[src/inc/ipsw_defines.svh]
// Constants for the interrupt priority and standby wake controller.
// Assumes inclusion by bare name from the package and the design file.
`ifndef IPSW_DEFINES_SVH
`define IPSW_DEFINES_SVH
`define IPSW_NUM_SRC 41
`define IPSW_NUM_VEC 10
// Vector addresses, lowest first
`define IPSW_VEC_ADDR_0 17'h00003
`define IPSW_VEC_STEP 17'h00008
// Source index layout (bit positions in the source vector)
`define IPSW_SRC_EXT0 0
`define IPSW_SRC_EXT1 1
`define IPSW_SRC_EXT2 2
`define IPSW_SRC_T0L 3
`define IPSW_SRC_EXT4 4
`define IPSW_SRC_USB_BUS_ACT 5
`define IPSW_SRC_REMOTE 6
`define IPSW_SRC_EXT3 7
`define IPSW_SRC_EXT5 8
`define IPSW_SRC_BASE_TMR 9
`define IPSW_SRC_T0H 10
`define IPSW_SRC_EXT6 11
`define IPSW_SRC_USB_ATTACH 12
`define IPSW_SRC_USB_DETACH 13
`define IPSW_SRC_USB_RESUME 14
`define IPSW_SRC_PORT0 33
// Vector of each source, listed from source 40 down to source 0
`define IPSW_VEC_MAP {4'd9,4'd9,4'd9,4'd9,4'd9,4'd9,4'd9,4'd9, \
   4'd8,4'd8,4'd8,4'd8,4'd8,4'd8,4'd8, 4'd7,4'd7,4'd7,4'd7, 4'd6,4'd6, \
   4'd5,4'd5,4'd5,4'd5,4'd5, 4'd4,4'd4,4'd4,4'd4,4'd4, \
   4'd3,4'd3,4'd3, 4'd2,4'd2,4'd2,4'd2,4'd2, 4'd1, 4'd0}
`endif

[src/inc/ipsw_pkg.sv]
// Types for the interrupt priority and standby wake controller.
// Assumes the defines header is on the include path.
package ipsw_pkg;
`include "ipsw_defines.svh"
   typedef enum logic [1:0] {LVL_NONE, LVL_L, LVL_H, LVL_X} ipsw_level_t;
   typedef enum logic [1:0] {ST_RUN, ST_HALT, ST_HOLD, ST_XHOLD} ipsw_mode_t;
   // Request to the core: vector index, its address and level
   typedef struct packed {
      logic valid;
      logic [3:0] vec;
      logic [16:0] addr;
      ipsw_level_t level;
   } ipsw_req_t;
   // Clock and execution enables going to the rest of the chip
   typedef struct packed {
      logic cpu_run;
      logic periph_run;
      logic base_tmr_run;
      logic pll_run;
      logic ceramic_osc_run;
      logic rc_osc_run;
      logic xtal_osc_run;
   } ipsw_clk_ctl_t;
   typedef struct packed {
      ipsw_mode_t mode;
      logic [`IPSW_NUM_SRC-1:0] pend;
      ipsw_level_t [3:0] stack;
      logic [2:0] depth;
      ipsw_req_t req;
      ipsw_clk_ctl_t clk;
      logic xtal_keep;
      logic wdt_rst;
      logic wake;
   } ipsw_state_t;
endpackage

[src/ipsw_ctrl.sv]
// Interrupt merge, priority and nesting logic plus standby mode control.
// Assumes one clock, synchronous inputs, and a core that acknowledges vectors.
`timescale 1ns/1ps
`include "ipsw_defines.svh"

module ipsw_ctrl
   import ipsw_pkg::*;
#(
   parameter int NUM_SRC = `IPSW_NUM_SRC,
   parameter int NUM_VEC = `IPSW_NUM_VEC
) (
   input wire logic CLK_I,
   input wire logic RST_N_I,
   input wire logic [NUM_SRC-1:0] SRC_IRQ_I, // One-cycle or level source events
   input wire logic [NUM_VEC-1:0] VEC_ENABLE_I, // Per-vector enable
   input wire logic [NUM_VEC-1:0] VEC_HIGH_I, // 1 selects X or H, 0 selects L
   input wire logic WDT_TIMEOUT_I,
   input wire logic WDT_AS_RESET_I, // 1: timeout resets, 0: timeout interrupts
   input wire logic IRQ_ACK_I, // Core takes the vector on OUT_REQ_O
   input wire logic RETI_I, // Core returns from the current service
   input wire logic HALT_CMD_I,
   input wire logic HOLD_CMD_I,
   input wire logic XHOLD_CMD_I,
   input wire logic XTAL_ON_I, // Crystal state before any hold
   output ipsw_req_t OUT_REQ_O,
   output ipsw_clk_ctl_t CLK_CTL_O,
   output ipsw_mode_t MODE_O,
   output logic WDT_SYS_RST_O,
   output logic WAKE_O
);
   // Per-source vector index, four bits each
   localparam logic [4*NUM_SRC-1:0] VMAP = `IPSW_VEC_MAP;
   ipsw_state_t s_q, s_d;

   // Vector-level request lines, merged from the sources
   logic [NUM_VEC-1:0] vec_req;
   logic [NUM_SRC-1:0] src_all;
   always_comb begin
      src_all = SRC_IRQ_I;
      // Watchdog as interrupt shares the top vector group
      if (!WDT_AS_RESET_I && WDT_TIMEOUT_I) begin
         src_all[NUM_SRC-1] = 1'b1;
      end
      vec_req = '0;
      for (int i = 0; i < NUM_SRC; i++) begin
         if (s_q.pend[i]) begin
            vec_req[VMAP[4*i +: 4]] = 1'b1;
         end
      end
   end

   // Wake terms; ext pins 0 and 1 assumed level-configured by software
   logic hold_wake, xhold_wake;
   always_comb begin
      hold_wake = src_all[`IPSW_SRC_EXT0] | src_all[`IPSW_SRC_EXT1]
         | src_all[`IPSW_SRC_EXT2] | src_all[`IPSW_SRC_EXT4] | src_all[`IPSW_SRC_EXT5]
         | src_all[`IPSW_SRC_PORT0] | src_all[`IPSW_SRC_USB_BUS_ACT];
      xhold_wake = hold_wake | src_all[`IPSW_SRC_BASE_TMR]
         | src_all[`IPSW_SRC_REMOTE];
   end

   // Arbitration: highest level, then lowest vector
   ipsw_level_t cur_lvl, best_lvl, lvl;
   logic [3:0] best_vec;
   logic [16:0] best_addr;
   always_comb begin
      // Level in service is the top of the nesting stack
      cur_lvl = (s_q.depth == 3'd0) ? LVL_NONE : s_q.stack[s_q.depth[1:0] - 2'd1];
      best_lvl = LVL_NONE;
      lvl = LVL_NONE;
      best_vec = '0;
      for (int v = 0; v < NUM_VEC; v++) begin
         if (!VEC_HIGH_I[v]) begin
            lvl = LVL_L;
         end else if (v < 2) begin
            lvl = LVL_X;
         end else begin
            lvl = LVL_H;
         end
         // Strict greater-than keeps lowest vector on ties
         if (vec_req[v] && VEC_ENABLE_I[v] && lvl > best_lvl) begin
            best_lvl = lvl;
            best_vec = 4'(v);
         end
      end
      // Vector addresses are evenly spaced from the first
      best_addr = `IPSW_VEC_ADDR_0 + 17'(best_vec) * `IPSW_VEC_STEP;
   end

   // Next state
   always_comb begin
      s_d = s_q;
      // Watchdog reset is echoed for one registered cycle
      s_d.wdt_rst = WDT_AS_RESET_I & WDT_TIMEOUT_I;
      s_d.wake = 1'b0;
      // Set wins over acknowledge-clear
      s_d.pend = s_q.pend | src_all;
      // Ack pushes the offered level and retires its vector's sources
      if (s_q.req.valid && IRQ_ACK_I) begin
         for (int i = 0; i < NUM_SRC; i++) begin
            if (VMAP[4*i +: 4] == s_q.req.vec && !src_all[i]) begin
               s_d.pend[i] = 1'b0;
            end
         end
         s_d.stack[s_q.depth[1:0]] = s_q.req.level;
         s_d.depth = s_q.depth + 3'd1;
      end else if (RETI_I && s_q.depth != 3'd0) begin
         s_d.depth = s_q.depth - 3'd1;
      end
      // Offer only a strictly higher level; others wait pending
      s_d.req.valid = (best_lvl > cur_lvl) && !(s_q.req.valid && IRQ_ACK_I)
         && s_q.depth != 3'd4 && s_q.mode inside {ST_RUN, ST_HALT};
      // Request payload follows the arbitration winner
      s_d.req.vec = best_vec;
      s_d.req.addr = best_addr;
      s_d.req.level = best_lvl;
      // Standby entry from run only; each mode has its own exits
      unique case (s_q.mode)
         ST_RUN: begin
            if (HOLD_CMD_I) begin
               s_d.mode = ST_HOLD;
            end else if (XHOLD_CMD_I) begin
               s_d.mode = ST_XHOLD;
               s_d.xtal_keep = XTAL_ON_I;
            end else if (HALT_CMD_I) begin
               s_d.mode = ST_HALT;
            end
         end
         ST_HALT: begin
            if (s_q.req.valid && IRQ_ACK_I) begin
               s_d.mode = ST_RUN;
               s_d.wake = 1'b1;
            end
         end
         ST_HOLD: begin
            if (hold_wake) begin
               s_d.mode = ST_RUN;
               s_d.wake = 1'b1;
            end
         end
         ST_XHOLD: begin
            if (xhold_wake) begin
               s_d.mode = ST_RUN;
               s_d.wake = 1'b1;
            end
         end
      endcase
      // Watchdog reset leaves any standby mode
      if (s_d.wdt_rst) begin
         s_d.mode = ST_RUN;
         s_d.depth = '0;
         s_d.req.valid = 1'b0;
      end
      // No vector is offered while the core sleeps in a hold mode
      if (s_d.mode inside {ST_HOLD, ST_XHOLD}) begin
         s_d.req.valid = 1'b0;
      end
      // Clock enables follow the next mode
      s_d.clk = '{cpu_run: 1'b1, periph_run: 1'b1, base_tmr_run: 1'b1, pll_run: 1'b1,
         ceramic_osc_run: 1'b1, rc_osc_run: 1'b1, xtal_osc_run: XTAL_ON_I};
      unique case (s_d.mode)
         ST_RUN: begin
            // Run keeps every enable on except the crystal, which follows XTAL_ON_I
         end
         ST_HALT: begin
            s_d.clk.cpu_run = 1'b0;
         end
         ST_HOLD: begin
            s_d.clk = '0;
         end
         ST_XHOLD: begin
            s_d.clk = '0;
            s_d.clk.base_tmr_run = 1'b1;
            s_d.clk.xtal_osc_run = (s_q.mode == ST_XHOLD) ? s_q.xtal_keep
               : XTAL_ON_I;
         end
      endcase
   end

   // State register; reset pin returns to run with nothing pending
   always_ff @(posedge CLK_I) begin
      if (!RST_N_I) begin
         s_q <= '{
            mode: ST_RUN,
            pend: '0,
            stack: '{default: LVL_NONE},
            depth: '0,
            req: '0,
            clk: '{default: 1'b1},
            xtal_keep: 1'b1,
            wdt_rst: 1'b0,
            wake: 1'b0
         };
      end else begin
         s_q <= s_d;
      end
   end

   // Outputs come straight from the state register
   assign OUT_REQ_O = s_q.req;
   assign CLK_CTL_O = s_q.clk;
   assign MODE_O = s_q.mode;
   assign WDT_SYS_RST_O = s_q.wdt_rst;
   assign WAKE_O = s_q.wake;
endmodule // ipsw_ctrl

[config.mk]
export PLATFORM = sky130hd
export DESIGN_NAME = ipsw_ctrl
export DESIGN_NICKNAME = d
export VERILOG_FILES = /design/src/inc/ipsw_pkg.sv /design/src/ipsw_ctrl.sv
export VERILOG_INCLUDE_DIRS = /design/src /design/src/inc
export SDC_FILE = /design/constraint.sdc
export NUM_CORES = 1
export LEC_CHECK = 0
export ABC_AREA = 0
export BUFFER_PORTS_ARGS = -buffer_cell sky130_fd_sc_hd__buf_2
export CAP_MARGIN = 20
export CORE_MARGIN = 3
export CORE_UTILIZATION = 40
export CTS_BUF_LIST = sky130_fd_sc_hd__clkbuf_8
export DETAILED_ROUTE_END_ITERATION = 8
export GPL_TIMING_DRIVEN = 0
export PLACE_DENSITY_LB_ADDON = 0.15
export SETUP_SLACK_MARGIN = 0.5
export SYNTH_ARGS = -nofsm -noshare
export SYNTH_HDL_FRONTEND = slang
export SYNTH_SLANG_ARGS = --single-unit
[constraint.sdc]
create_clock -name CLK_I -period 19 [get_ports CLK_I]
set_clock_uncertainty 0.1 [all_clocks]
set_input_delay 3.8 -clock CLK_I [delete_from_list [all_inputs] [get_ports CLK_I]]
set_output_delay 3.8 -clock CLK_I [all_outputs]
set_load 0.05 [all_outputs]
* After elaboration in Yosys (flattened, before gate mapping)
Index checks and enable logic that the tools add are counted.
** Cells by class
- Eq/ne operators :: 16
- Bitwise operators :: 12
- Order comparisons :: 14
- Muxes and demuxes :: 136
- Add/subtract/negate cells :: 4
- Reductions and logical operators :: 122
** Operators by type and width (number)
- $mux W1 :: 89
- $logic_and A1 B1 Y1 :: 68
- $mux W2 :: 30
- $mux W49 :: 1
- $logic_not A1 Y1 :: 43
- $or A41 B41 Y41 :: 1
- $mux W4 :: 8
- $gt A2 B2 Y1 :: 10
- $eq A3 B4 Y1 const A :: 4
- $pmux W6 S2 :: 1
- $add A2 B7 Y8 const A :: 1
- $bwmux W8 :: 1
- $eq A2 B2 Y1 const B :: 4
- $eq A2 B4 Y1 const A :: 2
- $eq A4 B4 Y1 const A :: 2
- $or A1 B1 Y1 :: 8
- $pmux W2 S4 :: 1
- $lt A2 B3 Y1 const B :: 2
- $mux W3 :: 2
- $reduce_bool A2 Y1 :: 3
- $reduce_or A3 Y1 :: 2
- $bmux W2 S2 :: 1
- $demux W2 S2 :: 1
- $eq A1 B4 Y1 const A :: 1
- other kinds (16) :: 18
** Storage, ports and cells
- Bits of input ports :: 71
- Bits in registers :: 88
- Logic and storage cells :: 325

* Logic depth before layout (Yosys ltp)
Gate-level depths: netlist of run 1.
- Depth in word-level cells :: 35
- Depth in mapped cells :: 53
- Mapped depth without buffers :: 53

* Least setup slack after synthesis of run 1
OpenSTA, ideal clock, no wires.
- Path kind :: input to register
- Start point :: in VEC_HIGH_I[0]
- End point :: reg s_q (netlist bit OUT_REQ_O[23])
- Arrival time :: 12.735 ns
- Setup time :: 0.092 ns
- Data required time :: 18.808 ns
- Slack :: 6.073 ns
- Stages :: 53
- Path through :: nand3_1 > ha_1 > o211ai_1 > nand2_1 > ha_1 > nor3_1 > o211ai_1 > mux2_2 > nand2_1 > ha_1 > nor3_1 > nand4_1 > a32oi_1 > ha_1 > nor2_1 > maj3_1 > a21o_1 > and2_1 > [... 17 more ...] > nand2_1 > ha_1 > nor2_1 > o21ai_0 > nand2_1 > nor2b_2 > a21oi_1 > ha_1 > nand2_1 > o211ai_1 > a21oi_1 > inv_1 > nor2_1 > a21oi_1 > ha_1 > a22oi_1 > nand2_1 > nor4_1
** On the way
- Word-level cells in the longest chain between the ends :: 35
** RTL lines
- from (decl) :: RTL line ipsw_ctrl.sv:16 : input wire logic [NUM_VEC-1:0] VEC_HIGH_I,
- $mux W2 (*) :: RTL line ipsw_ctrl.sv:73 : if (!VEC_HIGH_I[v]) begin
- $gt A2 B1 Y1 :: RTL line ipsw_ctrl.sv:81 : if (vec_req[v] && VEC_ENABLE_I[v] && lvl > best_lvl) begin
- $logic_and A1 B1 Y1 :: RTL line ipsw_ctrl.sv:81
- $mux W2 (*) :: RTL line ipsw_ctrl.sv:81
- $gt A2 B2 Y1 :: RTL line ipsw_ctrl.sv:81
- $logic_and A1 B1 Y1 :: RTL line ipsw_ctrl.sv:81
- $mux W2 (*) :: RTL line ipsw_ctrl.sv:81
- $gt A2 B2 Y1 :: RTL line ipsw_ctrl.sv:81
- [... 19 more ...]
- $mux W2 (*) :: RTL line ipsw_ctrl.sv:81
- $gt A2 B2 Y1 :: RTL line ipsw_ctrl.sv:81
- $logic_and A1 B1 Y1 :: RTL line ipsw_ctrl.sv:81
- $mux W2 (*) :: RTL line ipsw_ctrl.sv:81
- via best_lvl[1] :: RTL line ipsw_ctrl.sv:63 : ipsw_level_t cur_lvl, best_lvl, lvl;
- $gt A2 B2 Y1 (*) :: RTL line ipsw_ctrl.sv:111 : s_d.req.valid = (best_lvl > cur_lvl) && !(s_q.req.valid && IRQ_ACK_I)
- $logic_and A1 B1 Y1 (*) :: RTL line ipsw_ctrl.sv:111
- $logic_and A1 B1 Y1 (*) (2 in series) :: RTL line ipsw_ctrl.sv:112 : && s_q.depth != 3'd4 && s_q.mode inside {ST_RUN, ST_HALT};
- to (signal assigned) :: RTL line ipsw_ctrl.sv:183 : s_q <= '{
- to (decl) :: RTL line ipsw_ctrl.sv:33 : ipsw_state_t s_q, s_d;
The timed path passes the listed nets; every way through them passes the cells marked *.
A chain may end at the register's enable or synchronous reset.

* Worst setup path after layout of run 1
- Start point :: in VEC_ENABLE_I[0]
- End point :: reg s_q (netlist bit OUT_REQ_O[23])
** On the way
- Word-level cells in the longest chain between the ends :: 34
** RTL lines
- from (decl) :: RTL line ipsw_ctrl.sv:15 : input wire logic [NUM_VEC-1:0] VEC_ENABLE_I,
- $logic_and A1 B1 Y1 (*) (2 in series) :: RTL line ipsw_ctrl.sv:81
- $mux W2 (*) :: RTL line ipsw_ctrl.sv:81
- $gt A2 B2 Y1 :: RTL line ipsw_ctrl.sv:81
- $logic_and A1 B1 Y1 :: RTL line ipsw_ctrl.sv:81
- $mux W2 (*) :: RTL line ipsw_ctrl.sv:81
- $gt A2 B2 Y1 :: RTL line ipsw_ctrl.sv:81
- $logic_and A1 B1 Y1 :: RTL line ipsw_ctrl.sv:81
- $mux W2 (*) :: RTL line ipsw_ctrl.sv:81
- [... 16 more ...]
- $logic_and A1 B1 Y1 :: RTL line ipsw_ctrl.sv:81
- $mux W2 (*) :: RTL line ipsw_ctrl.sv:81
- $gt A2 B2 Y1 :: RTL line ipsw_ctrl.sv:81
- $logic_and A1 B1 Y1 :: RTL line ipsw_ctrl.sv:81
- $mux W2 (*) :: RTL line ipsw_ctrl.sv:81
- $gt A2 B2 Y1 (*) :: RTL line ipsw_ctrl.sv:111
- $logic_and A1 B1 Y1 (*) :: RTL line ipsw_ctrl.sv:111
- $logic_and A1 B1 Y1 (*) (2 in series) :: RTL line ipsw_ctrl.sv:112
Mark *: on every way between the ends. The rest lies on a longest branch, timed or not.

==> metrics.txt, run 1 <==
status=completed; Static Leak=2.01 nW; number of fill cells in the layout=810; pre-CTS setup slack=4.97 ns; hpwl dp=6860 um; H-tree depth=3; first-pass GRT wire length=14,100 um; sequential share of the synthesized area=38.7%; CTS Buf Count=9; ant diodes=0; Worst path most repeated cell=ha_1; WP data required=19.14 ns; PortBufs=94; CP max stage cell=or3_2; Cell Area, Placed=4210 um2; Slew headroom=52.8%; HP Class=flop to flop; Yosys top cell area share=38.7%; Top FF cell, synth=dfxtp_1; vias post-DR=3,322; share of layout cells above drive strength 1=30.0%; Worst Max-Slew Pin Slew=0.706 ns; Mapped Area=3570 um2; Die ar.=10,100 um2; Avg Cell Area, Syn=8.17 um2; synth top area cells=dfxtp_1 (39%), a21oi_1 (8.7%), buf_4 (6.9%); Placeable Area=8420 um2; Reg clk slew, reported paths=0.09 ns; Final ANT Viol Nets=0; Worst VDD drop=roughly 0.000043 V; final worst-path setup slack=approximately 5.3 ns; Yosys cell types=64; Post-layout nets=between 600 and 700; initial antenna violation count=0; Total Routing Usage GR=17.3%; Placer Congestion=0.830; critical path peak fanout=6; vias in the first global route=~3,100; Starting Density=42.4%; WL/cell=12.9 um; #FFs+latches synth=69; Worst Setup End Kind=flop; Max Clk Rate=73.0 MHz; Pwr per Cell Area=98.5 nW/um2; DRC Markers=0; min Tclk post-route=13.70 ns; hold_buf cts=0; WHS=0.357 ns; max-capacitance violation count=0; clock root cell=clkbuf_8; CP peak stage delay=0.51 ns; Final Hold Fails=0; die extent in y=100 um; global route overflow=0; Ports=approximately 110; Post-synth EDFFs=0; Post-synth ARST share=0%; Final period util=72.1%; RSZ-0062 raised after global routing=false; final WL=8560 um; biggest area consumer among synthesized cells=dfxtp_1; number of DRC markers in iteration 0=70; CTS tree=yes; Post-CTS Setup Repair Bufs=0; startpoint types=input port; Post-CTS Resized=0; pin count of the biggest net entering global routing=14; Die Wd=100 um; final slew viol count=0; fin area=4430 um2; clock sink count=69; worst path arrival time=13.84 ns; Area growth syn-to-layout=24.1%; Synth Warn #=0; Clk Latency, worst-skew pair=0.34 ns; num rows=33; setup TNS=0 ns; final setup fails=0; clk buf depth=2; total iterations of the first detailed-routing run=4; vias per cell=between 5 and 6; Setup CP Type=input port to flop; Cells after Synth=between 400 and 500
[per-stage QoR]
step           power (mW)  utilization, %  std cells
2_1_floorplan       0.274               -        447
3_3_place_gp        0.303            50.0        646
3_5_place_dp        0.306            50.0        646
4_1_cts             0.440            52.6        662
5_1_grt             0.464            52.6        662
6_report            0.437            52.6        662
[worst paths after layout]
check	startpoint	cells after the start	slack (ns)	to
worst max-delay path	VEC_ENABLE_I[0]	53	5.30	OUT_REQ_O[23]$_SDFF_PP0_
worst min-delay path	s_q[42]$_SDFFE_PN0P_	2	0.36	s_q[42]$_SDFFE_PN0P_
worst max register to register	s_q[45]$_SDFF_PN0_	52	8.45	OUT_REQ_O[23]$_SDFF_PP0_
worst min register to register	s_q[42]$_SDFFE_PN0P_	2	0.36	s_q[42]$_SDFFE_PN0P_
[placed cells by master (no fill, tap or decap), drive strengths merged, types with 3 or more instances in the layout]
master / count
clkbuf: 17
nand4: 5
buf: 127
or2: 3
nand2: 53
nor2b: 4
or4: 4
nor2: 62
o21ai: 12
a21boi: 4
nor3: 11
and2: 8
a21oi: 63
clkinv: 3
nor4: 6
a211oi: 3
conb: 11
inv: 11
nand3: 13
dfxtp: 69
o211ai: 3
o21a: 5
ha: 16
[power breakdown]
part	total (mW)	internal, mW	switching (mW)
Clock	0.133	0.0746	0.0587
Sequential	0.169	0.157	0.0118
Combinational	0.134	0.0525	0.0819
[area by class of cell]
type	instances	area, um2	share of cell area [%]
flip-flops and latches	69	1380	31.2
clock inverters	7	98.8	2.23
multi-input cells	327	1910	43.1
clock buffers	9	124	2.80
plain buffers	41	278	6.27
well taps	105	131	2.96
repair buffers	94	470	10.6
inverters	10	37.5	0.847
[metal layers]
metal | track usage, % | up-vias | part of all wire (%) | wire (um)
met1 | 23.4 | 1474 | 47 | 4010
met5 | 0 | - | 0 | 0
met3 | 5.12 | 14 | 8.3 | 709
met2 | 26.2 | 98 | 43 | 3680
li1 | - | 1736 | - | -
met4 | 6.53 | 0 | 1.8 | 154
[registers in the layout, indices dropped and copies added, names as in the netlist]
name           cells
s_q               53
OUT_REQ_O          8
CLK_CTL_O          4
MODE_O             2
WAKE_O             1
WDT_SYS_RST_O      1
[worst max-delay path, delay by kind of cell]
family,cells,cell delay [ns]
and+or+nand+nor,22,3.22
AOI/OAI and AO/OA,17,3.14
adders and majority gates,11,3.12
muxes,1,0.28
buffers and inverters,2,0.27
[cell usage after synthesis, drive strengths merged (5+ instances only)]
| library cell | count |
|---|---|
| dfxtp | 69 |
| a21oi | 63 |
| nor2 | 62 |
| nand2 | 53 |
| buf | 33 |
| ha | 16 |
| nand3 | 13 |
| o21ai | 12 |
| nor3 | 11 |
| inv | 10 |
| and2 | 8 |
| clkbuf | 8 |
| nor4 | 6 |
| nand4 | 5 |
| o21a | 5 |
[logic make-up (layout without fill, tap and decap cells)]
kind of cell | count (synthesis) | after routing | synth area share [%]
AOI/OAI and AO/OA | 114 | 114 | 20.3
and+or+nand+nor | 179 | 179 | 23.5
xor gates and xnor gates | 1 | 1 | 0.245
DFF | 69 | 69 | 38.7
buffers and inverters | 51 | 161 | 8.83
adders and majority gates | 18 | 18 | 6.45
muxes | 4 | 4 | 1.86
other | 1 | 11 | 0.105
No activity file was read; power rests on OpenSTA's default activity.
==> run 2, diff against run 1 <==
clock period = 12.2 ns   (was 19 ns; I/O delays follow)
==> metrics.txt, run 2 (synthesized netlist as in run 1, its figures left out) <==
status=completed; total iterations of the first detailed-routing run=4 (unchanged); CP peak stage delay=0.41 ns (-0.10 ns); clock sink count=69 (unchanged); Final Hold Fails=0 (unchanged); PortBufs=94 (unchanged); FF+latch area=1380 um2 (unchanged); Final Util=56.4% (+3.8 points); number of fill cells in the layout=765 (-5.6%); CP max stage cell=or3_4; startpoint types=input port; HP Class=flop to flop; Reg clk slew, reported paths=0.09 ns (about the same); Pwr per Cell Area=152 nW/um2 (+54%); max FFs per register=53 (unchanged); most frequent cells in the layout=buf_2 (94), dfxtp_1 (69), nor2_1 (58), a21oi_1 (57), nand2_1 (50); final slew viol count=0 (unchanged); Hold Path Stages=2 (unchanged); initial antenna violation count=0 (unchanged); Placer Congestion=0.830 (unchanged); Area growth syn-to-layout=33.0%; die extent in y=100 um (unchanged); clk buf depth=2 (unchanged); Die ar.=10,100 um2 (unchanged); CTS Buf Count=9 (unchanged); Slew headroom=52.8% (about the same); R2R Setup Slk=2.64 ns (-5.81 ns); placed cells=646 (unchanged); Non-Filler Instances=674 (+1.8%); crit path buf inv count=2 (unchanged); DRC Markers=0 (unchanged); Worst path most repeated cell=ha_4; clock root cell=clkbuf_8; vias post-DR=3,461 (+4.2%); num rows=33 (unchanged); max-capacitance violation count=0 (unchanged); RSZ-0062 raised after global routing=false; WP data required=12.36 ns (-6.78 ns); hpwl dp=6860 um (unchanged); vias per cell=5.14 (+2.3%); final WL=9300 um (+8.6%); worst path arrival time=11.48 ns (-2.36 ns); min Tclk post-route=between 10 and 15 ns; Worst VDD drop=0.0000691 V (+60%); Setup CP Type=input port to flop; vias in the first global route=3,191 (+2.0%); Clk Latency, worst-skew pair=0.34 ns (about the same); Most flops, register=s_q; Final ANT Viol Nets=0 (unchanged); WL/cell=13.8 um (+6.7%); final setup fails=0 (unchanged); Top delay family on crit path=simple AND/OR/NAND/NOR gates; H-tree depth=3 (unchanged); Reg2Reg Depth=52 (unchanged); switching share of power=35.5% (+0.60 points); Crit path depth=53 (unchanged); Seq pwr share=36.5% (-2.2 points); clock share of power=28.8% (-1.7 points); Starting Density=42.4% (unchanged); Die Wd=100 um (unchanged); Worst Setup End Kind=flop; Total Routing Usage GR=17.6% (+0.25 points); Multi-input gate area=2140 um2 (+12%); Combinational Power Share=34.7% (+3.9 points); number of DRC markers in iteration 0=82 (+17%); global route overflow=0 (unchanged); Placeable Area=8420 um2 (unchanged); Worst Max-Slew Pin Slew=0.706 ns (-0.00000811 ns); Max Clk Rate=just under 90 MHz; critical path peak fanout=6 (unchanged); Final period util=just over 90%; first-pass GRT wire length=14,400 um (+1.7%); commonest non-fill, non-tap cell in the layout=buf_2; ant diodes=0 (unchanged); Ports=106 (unchanged); Post-layout nets=652 (+1.9%); Static Leak=2.10 nW (+4.5%); CTS tree=yes; Int Power=465 uW (+64%); share of layout cells above drive strength 1=36.6% (+6.6 points); pin count of the biggest net entering global routing=14 (unchanged); Switching Power=256 uW (+68%); hold_buf cts=0 (unchanged)
==> run 2: cell count changes in the layout (fill, tap and decap cells not counted), moves of 3 or more <==
cell | before | now
buf_4 | 33 | 45
ha_1 | 16 | 10
a21oi_1 | 62 | 57
ha_4 | 0 | 5
a21oi_2 | 1 | 5
nor2_1 | 62 | 58
nand2_1 | 53 | 50
==> run 2: cell type report <==
| type | count | area share, % |
|---|---|---|
| Timing Repair Buffer | 106 | 11.8 |
| Buffer | 41 | 5.85 |
| Clock inverter | 7 | 2.08 |
| Sequential cell | 69 | 29.1 |
| Multi-Input combinational cell | 327 | 45.0 |
| Inverter | 10 | 0.791 |
| Tap cell | 105 | 2.77 |
| Clock buffer | 9 | 2.61 |
==> run 2: worst register-to-register path, delay by kind of cell (launching register included) <==
kind,cells,cell delay [ns]
multiplexers,1,0.30
AO/OA/AOI/OAI,17,2.75
flip-flops,1,0.43
AND/OR/NAND/NOR,22,2.93
buffers and inverters,1,0.12
adder cells (fa/ha/maj),11,2.86
==> run 2: routing by layer <==
metal	part of all wire (%)	global-route usage [%]
met1	45	23.6
met4	2.0	6.53
met3	8.4	5.12
met2	45	26.9
met5	0	0
==> run 2: repair_timing <==
item                       4_1_cts  5_1_grt
resized for setup               14       30
cloned                           0        0
pin swaps                        4       25
setup endpoints to repair        1        7
buffers inserted                 3        9
==> run 2: stage by stage <==
stage          hold WS (ns)  power [mW]  cell area, um2  setup WS, ns  setup TNS (ns)
3_3_place_gp          0.343       0.472            4210        -0.277          -0.277
2_1_floorplan         0.333       0.427            3610         0.633               0
6_report              0.356       0.722            4750         0.881               0
4_1_cts               0.359       0.694            4500         0.501               0
5_1_grt               0.385       0.764            4750         0.337               0
3_5_place_dp          0.348       0.477            4210        -0.466          -0.466
==> run 2: path summary, 6_finish.rpt <==
path,start,endpoint
setup / recovery,VEC_ENABLE_I[0],OUT_REQ_O[23]$_SDFF_PP0_
hold / removal,s_q[42]$_SDFFE_PN0P_,s_q[42]$_SDFFE_PN0P_
setup reg to reg,s_q[45]$_SDFF_PN0_,OUT_REQ_O[23]$_SDFF_PP0_
hold reg to reg,s_q[42]$_SDFFE_PN0P_,s_q[42]$_SDFFE_PN0P_
==> run 2: power groups by stage <==
| stage | Sequential [mW] | Clock (mW) | Combinational [mW] |
|---|---|---|---|
| floorplan | 0.264 | 0 | 0.163 |
| global placement | 0.267 | 0 | 0.204 |
| detailed placement | 0.268 | 0 | 0.208 |
| CTS | 0.263 | 0.213 | 0.218 |
| global route | 0.267 | 0.224 | 0.273 |
| finish | 0.263 | 0.208 | 0.250 |
==> run 3, diff against run 2 <==
PLACE_DENSITY = 0.67   (was unset)
PLACE_DENSITY_LB_ADDON = unset   (was 0.15)
TNS_END_PERCENT = 20   (was unset)
==> metrics.txt, run 3 (synthesized netlist as in run 1, its figures left out) <==
status=completed; Slew headroom=53.5% (+0.73 points); CTS tree=yes; vias per cell=5.17 (+0.77%); CP peak stage delay=0.40 ns (about the same); pin count of the biggest net entering global routing=14 (unchanged); Placeable Area=8420 um2 (unchanged); Static Leak=2.12 nW (+1.3%); Setup CP Type=input port to flop; startpoint types=input port; Worst Max-Slew Pin Slew=0.695 ns (-0.0110 ns); final worst-path setup slack=1.01 ns (+0.131 ns); clock root cell=clkbuf_8; Die ar.=10,100 um2 (unchanged); Worst Setup End Kind=flop; max FFs per register=53 (unchanged); CP max stage cell=or3_4; Final period util=91.7% (-1.1 points); vias in the first global route=3,219 (+0.88%); CTS Buf Count=9 (unchanged); Placer Congestion=0.840 (+1.2%); DRC Markers=0 (unchanged); Pwr per Cell Area=158 nW/um2 (+3.9%); Ports=106 (unchanged); Final Hold Fails=0 (unchanged); PnR Total Power=752 uW (+4.2%); Top delay family on crit path=compound AO/OA/AOI/OAI gates; clk buf depth=2 (unchanged); H-tree depth=3 (unchanged); Reg2Reg Depth=52 (unchanged); clock sink count=69 (unchanged); Hold Path Stages=2 (unchanged); number of DRC markers in iteration 0=122 (+49%); Starting Density=42.4% (unchanged); num rows=33 (unchanged); final WL=9170 um (-1.5%); total iterations of the first detailed-routing run=4 (unchanged); ant diodes=0 (unchanged); most frequent cells in the layout=buf_2 (94), dfxtp_1 (69), nor2_1 (59), a21oi_1 (59), nand2_1 (51); Clk Latency, worst-skew pair=0.34 ns (about the same); share of layout cells above drive strength 1=35.8% (-0.72 points); HP Class=flop to flop; Non-Filler Instances=677 (+0.45%); WP data required=12.35 ns (about the same); commonest non-fill, non-tap cell in the layout=buf_2; crit path buf inv count=4 (+2); RSZ-0062 raised after global routing=false; Most flops, register=s_q; Max Clk Rate=89.4 MHz (+1.2%); Area growth syn-to-layout=33.4%; max-capacitance violation count=0 (unchanged); initial antenna violation count=0 (unchanged); hpwl dp=6900 um (+0.51%); Worst path most repeated cell=ha_1; min Tclk post-route=11.19 ns (-0.131 ns); Die Wd=100 um (unchanged); first-pass GRT wire length=14,200 um (-1.3%); vias post-DR=3,503 (+1.2%); Post-layout nets=655 (+0.46%); Reg clk slew, reported paths=0.08 ns (about the same); Total Routing Usage GR=17.4% (-0.22 points); final slew viol count=0 (unchanged); critical path peak fanout=4 (-2); worst path arrival time=11.34 ns (-0.14 ns); die extent in y=100 um (unchanged); Final ANT Viol Nets=0 (unchanged); final setup fails=0 (unchanged); PortBufs=94 (unchanged); global route overflow=0 (unchanged); pre-CTS setup slack=-0.311 ns (+0.155 ns); Worst VDD drop=0.0000690 V (about the same); WL/cell=13.5 um (-1.9%); Crit path depth=53 (unchanged); placed cells=646 (unchanged); hold_buf cts=0 (unchanged); R2R Setup Slk=2.78 ns (+0.14 ns)
-- run 3: power breakdown --
group          internal (mW)  switching [mW]  total [mW]
registers              0.245          0.0186       0.263
clock network          0.158          0.0902       0.248
logic                 0.0992           0.141       0.240
total                  0.502           0.250       0.752
-- run 3: worst paths after layout --
check / start / to
worst max-delay path: VEC_ENABLE_I[0] / OUT_REQ_O[23]$_SDFF_PP0_
worst min-delay path: s_q[43]$_SDFFE_PN0P_ / s_q[43]$_SDFFE_PN0P_
worst max register to register: s_q[45]$_SDFF_PN0_ / OUT_REQ_O[23]$_SDFF_PP0_
worst min register to register: s_q[43]$_SDFFE_PN0P_ / s_q[43]$_SDFFE_PN0P_
-- run 3: final cells by class --
| class | instances | area [um2] |
|---|---|---|
| Fill cell | 775 | 3660 |
| Multi-Input combinational cell | 327 | 2080 |
| Sequential cell | 69 | 1380 |
| Timing Repair Buffer | 109 | 583 |
| Buffer | 41 | 278 |
| Clock inverter | 7 | 146 |
| Tap cell | 105 | 131 |
| Clock buffer | 9 | 124 |
| Inverter | 10 | 37.5 |
-- run 3: tightest hold or removal path, delay by kind of cell, from the launching register on --
family / cells / cell delay, ns
compound gates: 1 / 0.05
flops: 1 / 0.32
simple gates: 1 / 0.05
-- run 3: per-layer routing --
layer	share of wire [%]	wire length, um	global-route usage (%)
met1	45	4120	21.7
met2	47	4280	29.0
met3	6.7	616	3.67
met4	1.6	149	7.46
met5	0	0	0
-- run 3: through the flow --
| step | TNS [ns] | utilization [%] | hold slack [ns] | cell area, um2 |
|---|---|---|---|---|
| global route | 0 | 56.5 | 0.382 | 4760 |
| CTS | 0 | 54.1 | 0.365 | 4560 |
| floorplan | 0 | - | 0.333 | 3610 |
| detailed placement | -0.311 | 50.0 | 0.355 | 4210 |
| finish | 0 | 56.5 | 0.366 | 4760 |
| global placement | -0.108 | 50.0 | 0.344 | 4210 |
-- run 3: what timing repair did --
action | in CTS | in global routing
setup endpoints to repair | 1 | 3
buffers inserted | 4 | 11
pin swaps | 3 | 18
gates cloned | 0 | 0
resized for setup | 14 | 19
